`config.mk`:
```
export PLATFORM = sky130hd
export DESIGN_NAME = ddstl_device_flat
export DESIGN_NICKNAME = d
export VERILOG_FILES = /design/src/verilog/ddstl_pkg.sv /design/src/verilog/ddstl_if.sv /design/src/verilog/ddstl_sync.sv /design/src/verilog/ddstl_device.sv /design/src/flat_wrapper.sv
export SDC_FILE = /design/constraint.sdc
export NUM_CORES = 1
export LEC_CHECK = 0
export BUFFER_PORTS_ARGS = -buffer_cell sky130_fd_sc_hd__clkbuf_2
export CORE_ASPECT_RATIO = 0.7
export CORE_MARGIN = 4
export CORE_UTILIZATION = 50
export CTS_CLUSTER_SIZE = 28
export DETAILED_ROUTE_END_ITERATION = 12
export GPL_TIMING_DRIVEN = 0
export PLACE_DENSITY = 0.75
export SETUP_SLACK_MARGIN = 0.5
export SLEW_MARGIN = 0
export SYNTH_ARGS = -nofsm -noshare
export SYNTH_HDL_FRONTEND = slang
export SYNTH_HIERARCHICAL = 1
export SYNTH_SLANG_ARGS = --single-unit
export TNS_END_PERCENT = 20
```
`constraint.sdc`:
```
create_clock -name mclk -period 8.05 [get_ports mclk]
set_input_delay 0.805 -clock mclk [delete_from_list [all_inputs] [get_ports mclk]]
set_output_delay 0.805 -clock mclk [all_outputs]
set_load 0.02 [all_outputs]
```
`src/verilog/ddstl_pkg.sv`:
```
package ddstl_pkg;
   // ----------------------------------------
   // Widths
   // ----------------------------------------
   localparam int FTW_W = 32;
   localparam int SER_BITS = 31;
   localparam int OUT_W = 14;
   localparam int PH_W = 12;
   localparam int LUT_SHIFT = 9;
   localparam logic [PH_W-1:0] LUT_MID = 12'h800;
   localparam logic [PH_W-2:0] LUT_MAX_Y = 11'h7ff;
   // ----------------------------------------
   // Timing
   // ----------------------------------------
   localparam int MCLK_NS = 5;
   localparam int SCLK_HALF_NS = 40;
   localparam int SCLK_HALF_CYC = (SCLK_HALF_NS + MCLK_NS - 1) / MCLK_NS;
   localparam int HOP_NS = 40;
   localparam int HOP_CYC = (HOP_NS + MCLK_NS - 1) / MCLK_NS;
   localparam int SETUP_NS = 40;
   localparam int SETUP_CYC = (SETUP_NS + MCLK_NS - 1) / MCLK_NS;
   localparam int RST_NS = 100;
   localparam int RST_CYC = (RST_NS + MCLK_NS - 1) / MCLK_NS;
   localparam int CNT_W = 8;
   // ----------------------------------------
   // Host registers
   // ----------------------------------------
   localparam logic [3:0] ADR_CTRL = 4'h0;
   localparam logic [3:0] ADR_WORD = 4'h4;
   localparam logic [3:0] ADR_CMD = 4'h8;
   localparam int CTRL_W = 5;
   localparam int CTL_LSEL = 0;
   localparam int CTL_BYP = 1;
   localparam int CTL_SLEEP = 2;
   localparam int CTL_SER = 3;
   localparam int CTL_RST = 4;
   localparam logic [CTRL_W-1:0] CTRL_RST_VAL = 5'h00;
   localparam int CMD_GO = 0;
   localparam int ST_BUSY = 0;
   typedef enum {H_IDLE, H_SETUP, H_SCLK_LO, H_SCLK_HI, H_GAP, H_HOP_HI, H_HOP_LO} ddstl_hstate_e;
endpackage

```
`src/verilog/ddstl_if.sv`:
```
`timescale 1ns/1ps
interface ddstl_if;
   import ddstl_pkg::*;
   logic loadSourceSelect;
   logic [SER_BITS-1:0] freqTuningWord;
   logic hopStrobe;
   logic serialInLine;
   logic serialShiftClock;
   logic shiftWindow;
   logic serialSelectN;
   logic phaseBypassEn;
   logic sleepN;
   logic ddsResetN;
   logic serialChainOut;
   modport dev (
      input loadSourceSelect,
      input freqTuningWord,
      input hopStrobe,
      input serialInLine,
      input serialShiftClock,
      input shiftWindow,
      input serialSelectN,
      input phaseBypassEn,
      input sleepN,
      input ddsResetN,
      output serialChainOut
   );
   modport host (
      output loadSourceSelect,
      output freqTuningWord,
      output hopStrobe,
      output serialInLine,
      output serialShiftClock,
      output shiftWindow,
      output serialSelectN,
      output phaseBypassEn,
      output sleepN,
      output ddsResetN,
      input serialChainOut
   );
endinterface

```
`src/verilog/ddstl_sync.sv`:
```
`timescale 1ns/1ps
module ddstl_sync #(
   parameter int W = 1,
   parameter logic [W-1:0] RST_VAL = '0
) (
   input wire logic mclk,
   input wire logic resetn,
   input wire logic [W-1:0] din,
   output logic [W-1:0] dout
);
   // ----------------------------------------
   // Two-stage synchroniser
   // ----------------------------------------
   logic [W-1:0] meta_ff;
   always_ff @(posedge mclk or negedge resetn) begin
      if (!resetn) begin
         meta_ff <= RST_VAL;
         dout <= RST_VAL;
      end else begin
         meta_ff <= din;
         dout <= meta_ff;
      end
   end
endmodule

```
`src/verilog/ddstl_device.sv`:
```
`timescale 1ns/1ps
module ddstl_device
   import ddstl_pkg::*;
#(
   parameter int FTW_W_P = FTW_W
) (
   input wire logic mclk,
   input wire logic resetn,
   ddstl_if.dev link,
   output logic [OUT_W-1:0] sampleOut,
   output logic powerDown,
   output logic wordLoaded
);
   // ----------------------------------------
   // Pin synchronisers
   // ----------------------------------------
   localparam int SW = SER_BITS + 8;
   localparam logic [SW-1:0] SYNC_RST = {{(SER_BITS + 1){1'b0}}, 7'h45};
   wire [SW-1:0] rawIn = {
      link.loadSourceSelect,
      link.freqTuningWord,
      link.hopStrobe,
      link.serialInLine,
      link.serialShiftClock,
      link.shiftWindow,
      link.serialSelectN,
      link.phaseBypassEn,
      link.sleepN
   };
   logic [SW-1:0] syncd;

   ddstl_sync #(.W(SW), .RST_VAL(SYNC_RST)) u_sync (
      .mclk(mclk),
      .resetn(resetn),
      .din(rawIn),
      .dout(syncd)
   );

   wire loadSelS = syncd[SW-1];
   wire [SER_BITS-1:0] wordS = syncd[SW-2 -: SER_BITS];
   wire hopS = syncd[6];
   wire serInS = syncd[5];
   wire sclkS = syncd[4];
   wire winS = syncd[3];
   wire selNS = syncd[2];
   wire bypS = syncd[1];
   wire sleepNS = syncd[0];

   // ----------------------------------------
   // State
   // ----------------------------------------
   logic hopPrev_ff;
   logic sclkPrev_ff;
   logic [SER_BITS-1:0] serBuf_ff;
   logic [FTW_W_P-1:0] tune_ff;
   logic [FTW_W_P-1:0] acc_ff;
   logic [PH_W-1:0] lut_ff;
   logic [OUT_W-1:0] out_ff;
   logic loaded_ff;

   // ----------------------------------------
   // Edge detect
   // ----------------------------------------
   wire hopRise = hopS & ~hopPrev_ff;
   wire sclkRise = sclkS & ~sclkPrev_ff;

   // ----------------------------------------
   // Load decode
   // ----------------------------------------
   wire asleep = ~sleepNS;
   wire serEn = ~selNS;
   wire shiftNow = serEn & winS & sclkRise;
   wire serLoad = serEn & ~winS & hopRise & ~asleep;
   wire parHop = ~serEn & loadSelS & hopRise & ~asleep;
   wire parSync = ~serEn & ~loadSelS & ~asleep;
   wire anyLoad = serLoad | parHop | parSync;
   wire [FTW_W_P-2:0] parWord = wordS[FTW_W_P-2:0];
   wire [FTW_W_P-2:0] serWord = serBuf_ff[FTW_W_P-2:0];
   wire [FTW_W_P-1:0] nxt_tune = serLoad ? {1'b0, serWord} :
                                 (parHop | parSync) ? {1'b0, parWord} : tune_ff;
   wire [SER_BITS-1:0] nxt_serBuf = shiftNow ? {serBuf_ff[SER_BITS-2:0], serInS} :
                                    serBuf_ff;
   wire [FTW_W_P-1:0] nxt_acc = asleep ? acc_ff : FTW_W_P'(acc_ff + tune_ff);

   // ----------------------------------------
   // Sine lookup
   // ----------------------------------------
   wire [PH_W-1:0] phase = acc_ff[FTW_W_P-1 -: PH_W];
   wire [PH_W-1:0] xq = {1'b0, phase[PH_W-2:0]};
   wire [PH_W-1:0] xc = LUT_MID - xq;
   wire [2*PH_W-1:0] prod = xq * xc;
   wire yClamp = prod[LUT_SHIFT + PH_W - 1];
   wire [PH_W-2:0] yVal = yClamp ? LUT_MAX_Y : prod[LUT_SHIFT + PH_W - 2:LUT_SHIFT];
   wire [PH_W-1:0] amp = phase[PH_W-1] ? LUT_MID - {1'b0, yVal} :
                                         LUT_MID + {1'b0, yVal};
   wire [PH_W-1:0] nxt_lut = (asleep | bypS) ? lut_ff : amp;

   // ----------------------------------------
   // Output select
   // ----------------------------------------
   wire [OUT_W-1:0] bypWord = acc_ff[FTW_W_P-1 -: OUT_W];
   wire [OUT_W-1:0] sineWord = {2'b00, lut_ff};
   wire [OUT_W-1:0] selWord = bypS ? bypWord : sineWord;
   wire [OUT_W-1:0] nxt_out = asleep ? out_ff :
                              loaded_ff ? selWord : '0;

   // ----------------------------------------
   // Edge history
   // ----------------------------------------
   always_ff @(posedge mclk or negedge resetn) begin
      if (!resetn) begin
         hopPrev_ff <= 1'b1;
      end else begin
         hopPrev_ff <= hopS;
      end
   end

   always_ff @(posedge mclk or negedge resetn) begin
      if (!resetn) begin
         sclkPrev_ff <= 1'b0;
      end else begin
         sclkPrev_ff <= sclkS;
      end
   end

   // ----------------------------------------
   // Serial buffer
   // ----------------------------------------
   always_ff @(posedge mclk or negedge resetn) begin
      if (!resetn) begin
         serBuf_ff <= '0;
      end else begin
         serBuf_ff <= nxt_serBuf;
      end
   end

   // ----------------------------------------
   // Tuning register
   // ----------------------------------------
   always_ff @(posedge mclk or negedge resetn) begin
      if (!resetn) begin
         tune_ff <= '0;
      end else begin
         tune_ff <= nxt_tune;
      end
   end

   // ----------------------------------------
   // Phase accumulator
   // ----------------------------------------
   always_ff @(posedge mclk or negedge resetn) begin
      if (!resetn) begin
         acc_ff <= '0;
      end else begin
         acc_ff <= nxt_acc;
      end
   end

   // ----------------------------------------
   // Lookup and output stage
   // ----------------------------------------
   always_ff @(posedge mclk or negedge resetn) begin
      if (!resetn) begin
         lut_ff <= '0;
      end else begin
         lut_ff <= nxt_lut;
      end
   end

   always_ff @(posedge mclk or negedge resetn) begin
      if (!resetn) begin
         out_ff <= '0;
      end else begin
         out_ff <= nxt_out;
      end
   end

   // ----------------------------------------
   // Load flag
   // ----------------------------------------
   always_ff @(posedge mclk or negedge resetn) begin
      if (!resetn) begin
         loaded_ff <= 1'b0;
      end else begin
         loaded_ff <= loaded_ff | anyLoad;
      end
   end

   // ----------------------------------------
   // Outputs
   // ----------------------------------------
   assign link.serialChainOut = serBuf_ff[SER_BITS-1];
   assign sampleOut = out_ff;
   assign powerDown = asleep;
   assign wordLoaded = loaded_ff;
endmodule

```
`src/flat_wrapper.sv`:
```
// flat-port wrapper written by rule: the top's interface ports become plain ports
module ddstl_device_flat import ddstl_pkg::*;
#(
   parameter int FTW_W_P = FTW_W
)
  (mclk, resetn, sampleOut, powerDown, wordLoaded, link_loadSourceSelect, link_freqTuningWord, link_hopStrobe, link_serialInLine, link_serialShiftClock, link_shiftWindow, link_serialSelectN, link_phaseBypassEn, link_sleepN, link_ddsResetN, link_serialChainOut);
  ddstl_if link_i ();
  input wire logic mclk;
  input wire logic resetn;
  output logic [OUT_W-1:0] sampleOut;
  output logic powerDown;
  output logic wordLoaded;
  input wire logic [$bits(link_i.loadSourceSelect)-1:0] link_loadSourceSelect;
  input wire logic [$bits(link_i.freqTuningWord)-1:0] link_freqTuningWord;
  input wire logic [$bits(link_i.hopStrobe)-1:0] link_hopStrobe;
  input wire logic [$bits(link_i.serialInLine)-1:0] link_serialInLine;
  input wire logic [$bits(link_i.serialShiftClock)-1:0] link_serialShiftClock;
  input wire logic [$bits(link_i.shiftWindow)-1:0] link_shiftWindow;
  input wire logic [$bits(link_i.serialSelectN)-1:0] link_serialSelectN;
  input wire logic [$bits(link_i.phaseBypassEn)-1:0] link_phaseBypassEn;
  input wire logic [$bits(link_i.sleepN)-1:0] link_sleepN;
  input wire logic [$bits(link_i.ddsResetN)-1:0] link_ddsResetN;
  output wire logic [$bits(link_i.serialChainOut)-1:0] link_serialChainOut;
  assign link_i.loadSourceSelect = link_loadSourceSelect;
  assign link_i.freqTuningWord = link_freqTuningWord;
  assign link_i.hopStrobe = link_hopStrobe;
  assign link_i.serialInLine = link_serialInLine;
  assign link_i.serialShiftClock = link_serialShiftClock;
  assign link_i.shiftWindow = link_shiftWindow;
  assign link_i.serialSelectN = link_serialSelectN;
  assign link_i.phaseBypassEn = link_phaseBypassEn;
  assign link_i.sleepN = link_sleepN;
  assign link_i.ddsResetN = link_ddsResetN;
  assign link_serialChainOut = link_i.serialChainOut;
  ddstl_device #(.FTW_W_P(FTW_W_P)) u_core (.mclk(mclk), .resetn(resetn), .link(link_i), .sampleOut(sampleOut), .powerDown(powerDown), .wordLoaded(wordLoaded));
endmodule
```
==> results.ini, run 1 <==
[route]
first_iter_violations = 782
vias = 9234
drtPass1Iterations = 5
wl_um = 30600
viasPerCell = 5.53
ant_nets = 0
drc = 0
wl_per_cell_um = 18.3

[die]
io_pins = 59
die_h_um = 143
die_w_um = 201
initial_core_util_pct = 50.8
core_mm2 = 0.0257
die-area_mm2 = 0.0288
num_rows = 49

[setup_path]
cp-end-kind = flop
cp_data_arrival_time_ns = 8.05
path_class = reg2reg
start_kind = flop
critPathSlowestCell = fa_1
path_buf_inv = 5
cp_common_cell = fa_1
path_delay_family = adder cells
crit_path_max_fanout = 6
cp.required_ns = 8.43
max_stage_delay_ns = 0.53

[clock_network]
ctsHoldBuffers = 0
htreeDepth = 1
root_buffer = clkbuf_16
numCtsBuffers = 21
insertion_delay_ns = 0.50
cts_sinks = 201
cts_tree = done
cts.clk_slew.worst_paths_ns = 0.06
cts_buffer_depth = 3

[logic_synthesis]
avgSynthCellArea_um2 = 10.9
yosysTopAreaCellShare_pct = 37.2
synthTopCellsByArea = dfrtp_1 37%, fa_1 14%, ha_1 8.9%
syn_inst = 1201
synth_seq_cells = 201
yosys_warnings = 6
synth_async_sr_flop_share_pct = 100
synthTopCellsByCount = 194 x dfrtp_1, 118 x inv_1, 93 x ha_1
synth_most_common_cell = dfrtp_1
synth_area_leader_cell = dfrtp_1
synth-edff-count = 0
yosysSeqAreaShare_pct = 38.6
synth_top_flop_cell = dfrtp_1
ys_types = 75
syn-cell-area_mm2 = 0.0130

[grt]
grt_use_met2_pct = 32.5
grt_use_met3_pct = 4.77
grt-ovfl-total = 0
grt_pass1_wl_um = 50200
grt-busiest-layer = met1
grt_pass1_vias = 9478
antenna_found_initial = 0
grt_max_degree = 111
grt_util_met1_pct = 33.2
grt_usage_pct = 21.6

[layout]
layout-drive-gt1-share_pct = 20.8
fillers = 2047
num_antenna_cells = 0
areaGrowthSynthToFinish_pct = 16.9
fin_nets = 1549
post-route-util_pct = 59.4
final_cell_area_mm2 = 0.0153

[timing]
finalCritPeriodShare_pct = 95.3
hold_viol = 0
maxSlewViolCount = 0
relSlewSlack_pct = 33.1
fin_skew_ns = 0.0122
rsz0062_at_grt = yes
fmax_mhz = 130
holdWs_ns = 0.348
worst_slew_pin_slew_ns = 0.995
setup_violations = 0
post-route-min-period_ns = 7.67

[place]
place.gp.congestion = 0.884
placedInstanceArea_mm2 = 0.0139
io_buffers = 57
hpwl_um = 22300

[status]
outcome = finished, final reports clean

[worst_hold_path]
hold_path_class = reg2reg

[job]
drv_cap = 0

layer usage:
metal	vias up	share of wire, %
met2	334	42
met3	40	8.7
met1	4551	48
li1	4309	-
met5	-	0
met4	0	1.5
area by class of cell:
cell class                      instances  area [um2]  area share [%]
Multi-Input combinational cell        837        7720            50.6
Sequential cell                       201        5040            33.1
Clock buffer                           30         629            4.13
Timing Repair Buffer                   95         599            3.93
Inverter                              122         468            3.07
Tap cell                              331         414            2.72
Buffer                                 48         259            1.70
Clock inverter                          7         123           0.804
final timing paths:
| check | start | end | slack (ns) | cells past startpoint |
|---|---|---|---|---|
| worst max-delay path | u_core/acc_ff[20]$_DFFE_PN0P_ | u_core/lut_ff[8]$_DFFE_PN0N_ | 0.38 | 30 |
| worst min-delay path | u_core/u_sync/meta_ff[32]$_DFF_PN0_ | u_core/u_sync/dout[32]$_DFF_PN0_ | 0.35 | 0 |
| worst max register to register | u_core/acc_ff[20]$_DFFE_PN0P_ | u_core/lut_ff[8]$_DFFE_PN0N_ | 0.38 | 30 |
| worst min register to register | u_core/u_sync/meta_ff[32]$_DFF_PN0_ | u_core/u_sync/dout[32]$_DFF_PN0_ | 0.35 | 0 |
| max in group asynchronous | resetn | u_core/acc_ff[23]$_DFFE_PN0P_ | 6.68 | 2 |
| min in group asynchronous | resetn | u_core/u_sync/dout[22]$_DFF_PN0_ | 0.37 | 1 |
cells by family (layout without fill, tap and decap cells):
kind of cell / Yosys count / count (layout) / synth area share [%]
mux: 102 / 102 / 8.38
flops: 201 / 201 / 38.6
fa+ha+maj: 181 / 181 / 22.4
other cells: 2 / 9 / 0.0576
simple gates: 296 / 296 / 11.7
xor+xnor: 47 / 47 / 3.21
compound gates: 202 / 202 / 10.6
buf+inv: 170 / 302 / 4.98
what timing repair did:
| item | CTS | global route |
|---|---|---|
| resized for setup | 63 | 6 |
| setup endpoints to repair | 8 | 4 |
| pin swaps | 54 | 23 |
| buffers inserted | 34 | 3 |
metrics by stage:
step	worst slack (ns)	TNS, ns	instances
2_1_floorplan	0.535	0	1208
3_5_place_dp	-0.469	-0.873	1597
5_1_grt	0.135	0	1671
3_3_place_gp	-0.385	-0.633	1596
4_1_cts	0.442	0	1668
6_report	0.377	0	1671
state kept, by name, indices dropped and copies added (netlist names):
name	flops
u_core/u_sync/meta_ff	39
u_core/lut_ff	12
u_core/wordLoaded	1
u_core/u_sync/dout	39
u_core/tune_ff	31
u_core/serBuf_ff	31
u_core/acc_ff	32
u_core/sampleOut	14
u_core/sclkPrev_ff	1
u_core/hopPrev_ff	1
cell usage in the layout, fill, tap and decap left out, types with 9 or more instances in the layout:
cell and n:
dfrtp_1 190, inv_1 113, fa_1 85, ha_1 82, nand2_1 81, clkbuf_2 57
mux2_2 57, o21ai_0 49, nor2_1 45, mux2i_1 44, nor2b_1 42, a21oi_1 41
clkbuf_1 39, buf_4 37, xnor2_1 36, nand2b_1 28, clkbuf_16 21, nand3_1 19
a21o_1 17, and2_1 15, o2bb2ai_1 13, clkbuf_8 12, nor3_1 11, xor2_1 10
o21bai_1 10, o21ai_1 9, conb_1 9, ha_4 9
Power of run 1 is not shown: default switching activity piles up to over one toggle a cycle in this logic, so the estimate is an artifact.
==> inputs of run 2 (changes only) <==
Settings changed: BUFFER_PORTS_ARGS -buffer_cell sky130_fd_sc_hd__clkbuf_2 to unset, DONT_BUFFER_PORTS set to 1, PLACE_DENSITY 0.75 to 0.73.
==> run 2 against run 1 <==
Register-to-register slack lost 0.13 ns. Die area stayed put. Wire length decreased by 0.99%. Global-route usage fell by 0.18 points. Clock-buffer cell count shrank 6. Utilization shrank 1.5 points. Sequential cell count is the same. Non-clock buffer count down 63. Sequential share of layout area up 0.85 points. Cell count down 3.6%. Fmax fell by 1.7%. Critical path depth grew 1. Highest routed layer unchanged.
==> results.ini, run 2 (synthesis gave the netlist of run 1 again) <==
[timing]
post-route-min-period_ns = 7.81
fin_setup_tns_ns = 0
rsz0062_at_grt = yes
fmax_mhz = 128
worst_slew_pin_slew_ns = 1.37
fin_skew_ns = 0.0226
hold_viol = 0
finalCritPeriodShare_pct = 97.0
setup_violations = 0
relSlewSlack_pct = 7.48
maxSlewViolCount = 0

[die]
initial_core_util_pct = 50.8
num_rows = 49
io_pins = 59
core_mm2 = 0.0257
die_w_um = 201
die_h_um = 143
die-area_mm2 = 0.0288

[layout]
top_regs = u_core/u_sync/dout x39, u_core/u_sync/meta_ff x39, u_core/acc_ff x32
fillers = 2044
final_common_cell = dfrtp_1
areaGrowthSynthToFinish_pct = 14.0
num_antenna_cells = 0
fin_nets = 1487
layout-drive-gt1-share_pct = 16.6
layout_common_cells = 190 x dfrtp_1, 117 x inv_1, 87 x fa_1, 82 x ha_1, 80 x nand2_1

[clock_network]
htreeDepth = 1
cts_sinks = 201
insertion_delay_ns = 0.53
root_buffer = clkbuf_16
cts_tree = done
cts_buffer_depth = 3
numCtsBuffers = 22
cts.clk_slew.worst_paths_ns = 0.06

[route]
drc = 0
highest_layer = met4
viasPerCell = 5.59
wl_met2_um = 12300
wl_per_cell_um = 18.8
first_iter_violations = 648
wl_met3_um = 2410
wl_um = 30300
vias = 9009
ant_nets = 0
wl_met1_um = 14900
drtPass1Iterations = 5

[setup_path]
path_class = reg2reg
critPathSlowestCell = fa_1
start_kind = flop
max_stage_delay_ns = 0.52
cp-end-kind = flop
crit_path_max_fanout = 5
cp.required_ns = 8.45
cp_common_cell = fa_1
cp_data_arrival_time_ns = 8.20

[worst_hold_path]
hold_path_class = in2async

[grt]
grt_usage_pct = 21.4
grt-ovfl-total = 0
grt_pass1_vias = 9128
antenna_found_initial = 0
grt_pass1_wl_um = 49700
grt_max_degree = 195

[job]
drv_cap = 0

[place]
io_buffers = 0
hpwl_um = 22000
place.gp.congestion = 0.875

[status]
outcome = finished, final reports clean

run 2: timing repair:
| action | in CTS | in global routing |
|---|---|---|
| pin swaps | 39 | 15 |
| endpoints found under the setup margin | 8 | 8 |
| hold endpoints to repair | 194 | 0 |
| buffers inserted | 27 | 3 |
| hold buffers | 1 | 0 |
| resized for setup | 50 | 13 |
run 2: cell type report:
type / instances / area (um2) / area share (%)
clock buffers: 24 / 568 / 3.82
plain buffers: 48 / 241 / 1.62
inverters: 122 / 468 / 3.15
repair buffers: 32 / 274 / 1.84
multi-input cells: 837 / 7680 / 51.7
flip-flops and latches: 201 / 5040 / 33.9
clock inverters: 16 / 178 / 1.19
well taps: 331 / 414 / 2.79
run 2: worst paths after layout:
kind | to | slack, ns | cells after the start | start
max reg2reg | u_core/lut_ff[10]$_DFFE_PN0N_ | 0.24 | 31 | u_core/acc_ff[20]$_DFFE_PN0P_
max | u_core/lut_ff[10]$_DFFE_PN0N_ | 0.24 | 31 | u_core/acc_ff[20]$_DFFE_PN0P_
max in group asynchronous | u_core/acc_ff[21]$_DFFE_PN0P_ | 6.92 | 1 | resetn
min | u_core/u_sync/meta_ff[6]$_DFF_PN1_ | 0.12 | 0 | resetn
min reg2reg | u_core/u_sync/dout[25]$_DFF_PN0_ | 0.34 | 0 | u_core/u_sync/meta_ff[25]$_DFF_PN0_
min in group mclk | u_core/u_sync/meta_ff[6]$_DFF_PN1_ | 0.27 | 0 | link_hopStrobe
run 2: critical path, delay by kind of cell (launching register included):
family	cells	cell delay, ns
compound gates	6	1.32
xor+xnor	1	0.18
fa+ha+maj	8	3.18
buf+inv	6	0.55
flops	1	0.46
simple gates	10	1.99
run 2: metrics by stage:
step | hold slack (ns) | area [um2] | cells | util (%) | worst slack, ns
4_1_cts | 0.101 | 14800 | 1608 | 57.6 | 0.273
6_report | 0.122 | 14900 | 1611 | 57.9 | 0.243
5_1_grt | 0.101 | 14900 | 1611 | 57.9 | 0.00921
3_3_place_gp | 0.333 | 13600 | 1539 | 52.8 | -0.437
2_1_floorplan | 0.331 | 13100 | 1208 | - | 0.535
3_5_place_dp | 0.335 | 13600 | 1540 | 52.8 | -0.533
run 2: layer usage:
metal | vias to the layer above | global-route usage, %
li1 | 4173 | -
met1 | 4481 | 33.4
met2 | 308 | 30.8
met3 | 47 | 4.45
met4 | 0 | 4.99
met5 | - | 0
Power of run 2 is left out for the same reason.
